`config.mk`:
```
export PLATFORM = sky130hd
export DESIGN_NAME = rtc_alarm_match_irq
export DESIGN_NICKNAME = d
export VERILOG_FILES = /design/src/rtc_alarm_pkg.sv /design/src/alarm_compare.sv /design/src/reg_decode.sv /design/src/rtc_alarm_match_irq.sv
export SDC_FILE = /design/constraint.sdc
export NUM_CORES = 1
export LEC_CHECK = 0
export BUFFER_PORTS_ARGS = -buffer_cell sky130_fd_sc_hd__buf_2
export CORE_MARGIN = 10
export CORE_UTILIZATION = 50
export CTS_BUF_LIST = sky130_fd_sc_hd__clkbuf_16
export CTS_CLUSTER_DIAMETER = 150
export DETAILED_ROUTE_END_ITERATION = 7
export PLACE_DENSITY = 0.84
export SETUP_SLACK_MARGIN = 0.5
export SYNTH_ARGS = -nofsm -noshare
export SYNTH_HDL_FRONTEND = slang
export SYNTH_HIERARCHICAL = 1
export SYNTH_SLANG_ARGS = --single-unit
```
`constraint.sdc`:
```
create_clock -name ref_clk -period 3.4 [get_ports ref_clk]
set_input_delay 0.17 -clock ref_clk [delete_from_list [all_inputs] [get_ports ref_clk]]
set_output_delay 0.17 -clock ref_clk [all_outputs]
set_load 0.02 [all_outputs]
```
`src/rtc_alarm_pkg.sv`:
```
package rtc_alarm_pkg;

	// Register indexes; the byte address on the bus is four times the index
	localparam logic [15:0] IDX_FLAGS = 16'h1ff0;
	localparam logic [15:0] IDX_ALARM_SECONDS = 16'h1ff2;
	localparam logic [15:0] IDX_ALARM_MINUTES = 16'h1ff3;
	localparam logic [15:0] IDX_ALARM_HOURS = 16'h1ff4;
	localparam logic [15:0] IDX_ALARM_DATE = 16'h1ff5;
	localparam logic [15:0] IDX_INTERRUPTS = 16'h1ff6;

	localparam int ADDR_W = 16;
	localparam int DATA_W = 32;

	// Bit positions
	localparam int RPT_BIT = 7;
	localparam int AFE_BIT = 7;
	localparam int ABE_BIT = 5;
	localparam int AF_BIT = 6;

	// Writable field masks of the alarm bytes, repeat bit excluded
	localparam logic [7:0] DATE_MASK = 8'h3f;
	localparam logic [7:0] HOURS_MASK = 8'h3f;
	localparam logic [7:0] MINUTES_MASK = 8'h7f;
	localparam logic [7:0] SECONDS_MASK = 8'h7f;

	// Repeat codes, alarm_repeat_bits 3 down to 0
	localparam logic [3:0] RPT_EVERY_SECOND = 4'hf;
	localparam logic [3:0] RPT_MATCH_SECONDS = 4'he;
	localparam logic [3:0] RPT_MATCH_MINUTES = 4'hc;
	localparam logic [3:0] RPT_MATCH_HOURS = 4'h8;
	localparam logic [3:0] RPT_MATCH_DATE = 4'h0;

	// Field-use masks, bit 0 seconds up to bit 3 date
	localparam logic [3:0] USE_NONE = 4'h0;
	localparam logic [3:0] USE_SECONDS = 4'h1;
	localparam logic [3:0] USE_MINUTES = 4'h3;
	localparam logic [3:0] USE_HOURS = 4'h7;
	localparam logic [3:0] USE_DATE = 4'hf;

	localparam logic [7:0] ALARM_RESET = 8'h00;

	typedef struct packed {
		logic [7:0] date;
		logic [7:0] hours;
		logic [7:0] minutes;
		logic [7:0] seconds;
	} bcd_time_t;

	typedef enum logic [2:0] {
		SEL_NONE,
		SEL_FLAGS,
		SEL_INTERRUPTS,
		SEL_DATE,
		SEL_HOURS,
		SEL_MINUTES,
		SEL_SECONDS
	} reg_sel_t;

	typedef struct packed {
		logic psel;
		logic penable;
		logic pwrite;
		logic [ADDR_W-1:0] paddr;
		logic [DATA_W-1:0] pwdata;
	} apb_req_t;

	typedef struct packed {
		logic pready;
		logic pslverr;
		logic [DATA_W-1:0] prdata;
	} apb_rsp_t;

endpackage

```
`src/alarm_compare.sv`:
```
`timescale 1ns/1ns
module alarm_compare (
	// Running clock and alarm settings
	input wire rtc_alarm_pkg::bcd_time_t now_time,
	input wire rtc_alarm_pkg::bcd_time_t alarm_time,
	input wire logic [3:0] repeat_code,
	// Result
	output logic match
);
	import rtc_alarm_pkg::*;

	logic [3:0] use_field;
	logic [3:0] field_ok;
	logic [31:0] masks;

	assign masks = {DATE_MASK, HOURS_MASK, MINUTES_MASK, SECONDS_MASK};

	always_comb begin
		unique case (repeat_code)
			RPT_MATCH_SECONDS: use_field = USE_SECONDS;
			RPT_MATCH_MINUTES: use_field = USE_MINUTES;
			RPT_MATCH_HOURS: use_field = USE_HOURS;
			RPT_MATCH_DATE: use_field = USE_DATE;
			RPT_EVERY_SECOND: use_field = USE_NONE;
			// Unlisted codes fire every second to expose bad setup
			default: use_field = USE_NONE;
		endcase
	end

	genvar i;
	generate
		for (i = 0; i < 4; i++) begin : g_field
			assign field_ok[i] = !use_field[i] ||
				((now_time[i*8 +: 8] & masks[i*8 +: 8]) ==
				(alarm_time[i*8 +: 8] & masks[i*8 +: 8]));
		end
	endgenerate

	assign match = &field_ok;
endmodule

```
`src/reg_decode.sv`:
```
`timescale 1ns/1ns
module reg_decode (
	// Bus byte address
	input wire logic [rtc_alarm_pkg::ADDR_W-1:0] paddr,
	// Selected register
	output rtc_alarm_pkg::reg_sel_t sel
);
	import rtc_alarm_pkg::*;

	always_comb begin
		sel = SEL_NONE;
		if (paddr[1:0] == 2'b00) begin
			unique case (paddr[ADDR_W-1:2])
				IDX_FLAGS[ADDR_W-3:0]: sel = SEL_FLAGS;
				IDX_INTERRUPTS[ADDR_W-3:0]: sel = SEL_INTERRUPTS;
				IDX_ALARM_DATE[ADDR_W-3:0]: sel = SEL_DATE;
				IDX_ALARM_HOURS[ADDR_W-3:0]: sel = SEL_HOURS;
				IDX_ALARM_MINUTES[ADDR_W-3:0]: sel = SEL_MINUTES;
				IDX_ALARM_SECONDS[ADDR_W-3:0]: sel = SEL_SECONDS;
				default: sel = SEL_NONE;
			endcase
		end
	end
endmodule

```
`src/rtc_alarm_match_irq.sv`:
```
// Contract
// - Four alarm bytes: date, hours, minutes, seconds
// - Alarm fires per day, hour, minute, second
// - Matching continues in battery back-up mode
// - Repeat bits pick which fields compare
// - Unlisted repeat codes act as every second
// - Flag change seen only on new access
// - Match on selected fields sets alarm flag
// - Interrupt enable drives interrupt on match
// - Flags read clears flag and interrupt
// - Clearing read still returns set flag
// - Back-up interrupt needs both enables set
// - Power-up clears both interrupt enables
// - Flag retained through power-down deselect
// - Alarm flag is read-only to software
// - Repeat bits held one per alarm byte
//
// Register access over APB is this design's own decision.
`timescale 1ns/1ns
module rtc_alarm_match_irq (
	// Clock and reset
	input wire logic ref_clk,
	input wire logic rst_n,
	// APB slave
	input wire rtc_alarm_pkg::apb_req_t apb_req,
	output rtc_alarm_pkg::apb_rsp_t apb_rsp,
	// Running clock from the oscillator chain
	input wire rtc_alarm_pkg::bcd_time_t now_time,
	input wire logic second_update,
	input wire logic backup_mode,
	// Open-drain interrupt, active low
	output logic irq_freqtest_out,
	output logic irq_freqtest_oe
);
	import rtc_alarm_pkg::*;

	typedef struct packed {
		bcd_time_t alarm;
		logic [3:0] alarm_repeat_bits;
		logic alarm_irq_enable;
		logic backup_alarm_enable;
		logic alarm_match_flag;
		logic irq_low;
		logic irq_level;
		logic flag_returned;
		apb_rsp_t rsp;
	} state_t;

	state_t state_reg;
	state_t state_next;
	reg_sel_t sel;
	logic match;
	logic setup;
	logic access;
	logic [7:0] wbyte;
	logic [7:0] rbyte;
	// Completed transfers and per-register write strobes
	logic rd_access;
	logic wr_access;
	logic wr_interrupts;
	logic wr_date;
	logic wr_hours;
	logic wr_minutes;
	logic wr_seconds;
	logic wr_flags;
	// Written byte split into field and repeat bit
	logic [7:0] date_field;
	logic [7:0] hours_field;
	logic [7:0] minutes_field;
	logic [7:0] seconds_field;
	logic wr_repeat_bit;
	// Answer prepared in the setup cycle
	logic rsp_error;
	logic returns_flag;
	// Flag and interrupt events
	logic flags_clear;
	logic alarm_disabled;
	logic alarm_event;
	logic irq_permitted;
	logic irq_set;

	reg_decode u_decode (
		.paddr(apb_req.paddr),
		.sel(sel)
	);

	alarm_compare u_compare (
		.now_time(now_time),
		.alarm_time(state_reg.alarm),
		.repeat_code(state_reg.alarm_repeat_bits),
		.match(match)
	);

	assign setup = apb_req.psel && !apb_req.penable;
	assign access = apb_req.psel && apb_req.penable && state_reg.rsp.pready;
	assign wbyte = apb_req.pwdata[7:0];

	// A transfer completes in the access cycle in which pready stands
	assign rd_access = access && !apb_req.pwrite;
	assign wr_access = access && apb_req.pwrite;

	assign wr_interrupts = wr_access && (sel == SEL_INTERRUPTS);
	assign wr_date = wr_access && (sel == SEL_DATE);
	assign wr_hours = wr_access && (sel == SEL_HOURS);
	assign wr_minutes = wr_access && (sel == SEL_MINUTES);
	assign wr_seconds = wr_access && (sel == SEL_SECONDS);
	assign wr_flags = wr_access && (sel == SEL_FLAGS);

	// Unused high bits are dropped so they never reach the compare
	assign date_field = wbyte & DATE_MASK;
	assign hours_field = wbyte & HOURS_MASK;
	assign minutes_field = wbyte & MINUTES_MASK;
	assign seconds_field = wbyte & SECONDS_MASK;
	assign wr_repeat_bit = wbyte[RPT_BIT];

	assign rsp_error = (sel == SEL_NONE);
	// Remembered so the clear acts only on a flag the host has seen
	assign returns_flag = (sel == SEL_FLAGS) && !apb_req.pwrite &&
		state_reg.alarm_match_flag;
	assign flags_clear = rd_access && (sel == SEL_FLAGS) &&
		state_reg.flag_returned;

	// Zero date with all repeat bits clear is the switched-off alarm
	assign alarm_disabled = (state_reg.alarm.date == ALARM_RESET) &&
		(state_reg.alarm_repeat_bits == RPT_MATCH_DATE);
	// Compare is taken only on the once-per-second update
	assign alarm_event = second_update && match &&
		!alarm_disabled;
	// Back-up mode needs its own enable on top of the interrupt enable
	assign irq_permitted = state_reg.alarm_irq_enable &&
		(!backup_mode || state_reg.backup_alarm_enable);
	assign irq_set = alarm_event && irq_permitted;

	// Byte image of the selected register
	always_comb begin
		rbyte = 8'h00;
		unique case (sel)
			SEL_FLAGS: rbyte[AF_BIT] = state_reg.alarm_match_flag;
			SEL_INTERRUPTS: begin
				rbyte[AFE_BIT] = state_reg.alarm_irq_enable;
				rbyte[ABE_BIT] = state_reg.backup_alarm_enable;
			end
			SEL_DATE: begin
				rbyte = state_reg.alarm.date;
				rbyte[RPT_BIT] = state_reg.alarm_repeat_bits[3];
			end
			SEL_HOURS: begin
				rbyte = state_reg.alarm.hours;
				rbyte[RPT_BIT] = state_reg.alarm_repeat_bits[2];
			end
			SEL_MINUTES: begin
				rbyte = state_reg.alarm.minutes;
				rbyte[RPT_BIT] = state_reg.alarm_repeat_bits[1];
			end
			SEL_SECONDS: begin
				rbyte = state_reg.alarm.seconds;
				rbyte[RPT_BIT] = state_reg.alarm_repeat_bits[0];
			end
			SEL_NONE: rbyte = 8'h00;
		endcase
	end

	always_comb begin
		state_next = state_reg;
		state_next.rsp.pready = 1'b0;
		state_next.rsp.pslverr = 1'b0;

		// Answer is prepared in setup, so each access sees fresh data
		if (setup) begin
			state_next.rsp.pready = 1'b1;
			state_next.rsp.pslverr = rsp_error;
			state_next.rsp.prdata = {24'h000000, rbyte};
			state_next.flag_returned = returns_flag;
		end

		// Interrupt enables
		if (wr_interrupts) begin
			state_next.alarm_irq_enable = wbyte[AFE_BIT];
			state_next.backup_alarm_enable = wbyte[ABE_BIT];
		end

		// Each alarm byte carries one of the repeat bits
		if (wr_date) begin
			state_next.alarm.date = date_field;
			state_next.alarm_repeat_bits[3] = wr_repeat_bit;
		end
		if (wr_hours) begin
			state_next.alarm.hours = hours_field;
			state_next.alarm_repeat_bits[2] = wr_repeat_bit;
		end
		if (wr_minutes) begin
			state_next.alarm.minutes = minutes_field;
			state_next.alarm_repeat_bits[1] = wr_repeat_bit;
		end
		if (wr_seconds) begin
			state_next.alarm.seconds = seconds_field;
			state_next.alarm_repeat_bits[0] = wr_repeat_bit;
		end

		// Flag is read-only; a write there changes nothing
		if (wr_flags) begin
			state_next.alarm_match_flag =
				state_reg.alarm_match_flag;
		end

		// Flag and pin are released together by the clearing read
		if (flags_clear) begin
			state_next.alarm_match_flag = 1'b0;
			state_next.irq_low = 1'b0;
		end

		// A match in the clearing cycle wins over the clear
		if (alarm_event) begin
			state_next.alarm_match_flag = 1'b1;
		end
		if (irq_set) begin
			state_next.irq_low = 1'b1;
		end
	end

	always_ff @(posedge ref_clk or negedge rst_n) begin
		if (!rst_n) begin
			state_reg.alarm <= {4{ALARM_RESET}};
			state_reg.alarm_repeat_bits <= 4'h0;
			state_reg.alarm_irq_enable <= 1'b0;
			state_reg.backup_alarm_enable <= 1'b0;
			state_reg.alarm_match_flag <= 1'b0;
			state_reg.irq_low <= 1'b0;
			state_reg.irq_level <= 1'b0;
			state_reg.flag_returned <= 1'b0;
			state_reg.rsp <= '0;
		end else begin
			state_reg <= state_next;
		end
	end

	assign apb_rsp = state_reg.rsp;
	assign irq_freqtest_out = state_reg.irq_level;
	assign irq_freqtest_oe = state_reg.irq_low;
endmodule

```
==> results.toml <==
[status]
status = "complete, no violations"

[placed_design]
gp_congestion = 0.935
port_buffers = 67
dp_slack_ps = 613
placed_area_sq_um = 3000
hpwl_um = 5250

[cells_and_area]
fin_area_sq_um = 3130
nFillCells = 475
largest_register_ffs = 34
final_nets = 405
drive_gt1_share_pct = 37.0
n_antenna_cell = 0
area_growth_pct = 12.8

[timing]
skew_ps = 3.68
fmax_ghz = 0.396
fin_crit_ps = 2530
slew-limit-headroom_pct = 35.0
rsz0062_at_grt = "false"
whs_ps = 38.6
hold_violations = 0
tns_ps = 0
layout_worst_path_cycle_share_pct = 74.3
tightest_slew_ps = 976
slew_viol_final = 0
setup_violations = 0
worst_slack_ps = 874

[synth]
syn_inst = 259
yosysSeqAreaShare_pct = 40.5
avgSynthCellArea_sq_um = 10.7
synth-main-ff-cell = "dfrtp_1"
synth_top_area_cell = "dfrtp_1"
ys_top_cells_by_area = "dfrtp_1, mux2_2, buf_4"
syn-cell-area_sq_um = 2780
synth_edf_count = 0
synth.most_common_cell = "dfrtp_1"
synth_common_cells = "dfrtp_1, buf_4, mux2_2"
ys_seq_elements = 45
synthArstFlopShare_pct = 100
synth_top_area_share_pct = 40.5
synth_warnings = 6
ys_types = 46

[clocking]
postCtsHoldBufs = 0
clockBufferDepth = 2
numClockSinks = 45
post-cts-setup-buffers = 0
cts_buffers = 5
clkTransAtPathRegs_ps = 60
htree_levels = 2
post_cts_resized = 0
cts_tree = "yes"
cts_root_buf = "clkbuf_16"
clk_latency_ps = 290

[routing]
drc = 0
viasPerCell = 5.38
drtPass1Iterations = 5
antenna_left = 0
wl_um = 6810
vias = 2102
wl_per_cell_um = 17.4
drtIter0Drc = 202

[die]
boundaryPins = 123
core_area_sq_um = 5440
initial_core_util_pct = 51.1
fp.dieH_um = 94.5
die-width_um = 94.5
dieArea_sq_um = 8940
rows = 27

[worst_setup_path]
worstPathMaxFanout = 8
cp_slowest_cell = "or4b_1"
crit_type = "input pin to flop"
cp-end-kind = "flop"
slowest_delay_ps = 510
cp_cell_sequence = "buf_2 > or4b_1 > or4_4 > nor2_1 > nor3b_4 > and3_1 > mux2_2"
crit_arrival_ps = 2700
crit_required_ps = 3570
startpoint_type = "input pin"

[min_path]
hold_path_class = "input pin to asynchronous set/reset pin"

[power_and_ir_drop]
finalPower_w = 0.00111
power.leakage_nw = 1.58
ir_drop_mv = 0.245
p_per_area_nw_per_um2 = 355

[global_route]
antenna_found_initial = 0
grt_start_max_net_pins = 46
grt_util_all_layers_pct = 15.0
grt_pass1_wl_um = 10600
first_global_vias = 2200
grt.overflow.total = 0

[run]
drv_cap = 0
path summary, 6_finish.rpt:
path / start / to / slack, ps / cells after the start
min in group ref_clk: apb_req[6] / state_reg[50] / 130 / 2
max in group asynchronous: rst_n / apb_rsp[32] / 2750 / 1
worst min-delay path: rst_n / state_reg[45] / 40 / 1
worst max-delay path: apb_req[37] / state_reg[42] / 870 / 7
worst max register to register: state_reg[64] / irq_freqtest_oe / 1290 / 7
worst min register to register: state_reg[34] / state_reg[34] / 480 / 2
routing by layer:
metal | vias up | wire (um) | track usage, %
li1 | 975 | - | -
met1 | 987 | 2810 | 18.1
met2 | 121 | 3160 | 23.9
met3 | 19 | 656 | 4.92
met4 | 0 | 181 | 6.61
met5 | - | 0 | 0
critical path, delay by kind of cell:
kind,cells,cell delay [ps]
buffers and inverters,1,90
muxes,1,390
and+or+nand+nor,5,2050
per-stage QoR:
step                instances  util, %
finish                    391     57.6
global route              391     57.6
CTS                       391     57.6
detailed placement        383     55.1
global placement          383     55.1
floorplan                 283        -
cell usage in the layout, fill, tap and decap left out, drive strengths merged, types with 3 or more instances in the layout:
cell    instances
a21boi          5
a21oi           3
a22o            6
a31oi           4
a32oi           8
buf            71
clkbuf          5
conb           25
dfrtp          45
inv             6
mux2           32
nand2          26
nand2b          4
nand3           3
nand3b          4
nor2            9
nor3            5
nor3b           3
nor4            7
o21ai           4
xnor2           4
xor2           23
cell families after synthesis:
kind of cell / Yosys count / share of synthesized area, %
mux: 34 / 13.7
compound gates: 36 / 10.1
other cells: 1 / 0.135
buf+inv: 46 / 12.1
flops: 45 / 40.5
xor+xnor: 27 / 8.51
simple gates: 70 / 14.9
cell type report:
| class | count | area, sq um | share of cell area (%) |
|---|---|---|---|
| sequential | 45 | 1130 | 35.9 |
| inverter | 3 | 11.3 | 0.359 |
| tap | 72 | 90.1 | 2.87 |
| clock buffer | 5 | 125 | 3.99 |
| timing repair buffer | 71 | 365 | 11.7 |
| multi-input combinational | 192 | 1410 | 44.8 |
| clock inverter | 3 | 11.3 | 0.359 |
where the power goes:
group	leakage, nW	switching (W)	internal [W]
Combinational	0.878	0.0000752	0.0000389
Sequential	0.623	0.00000173	0.000540
Clock	0.0776	0.000192	0.000264
Total	1.58	0.000269	0.000843
(Power assumes the default switching activity.)
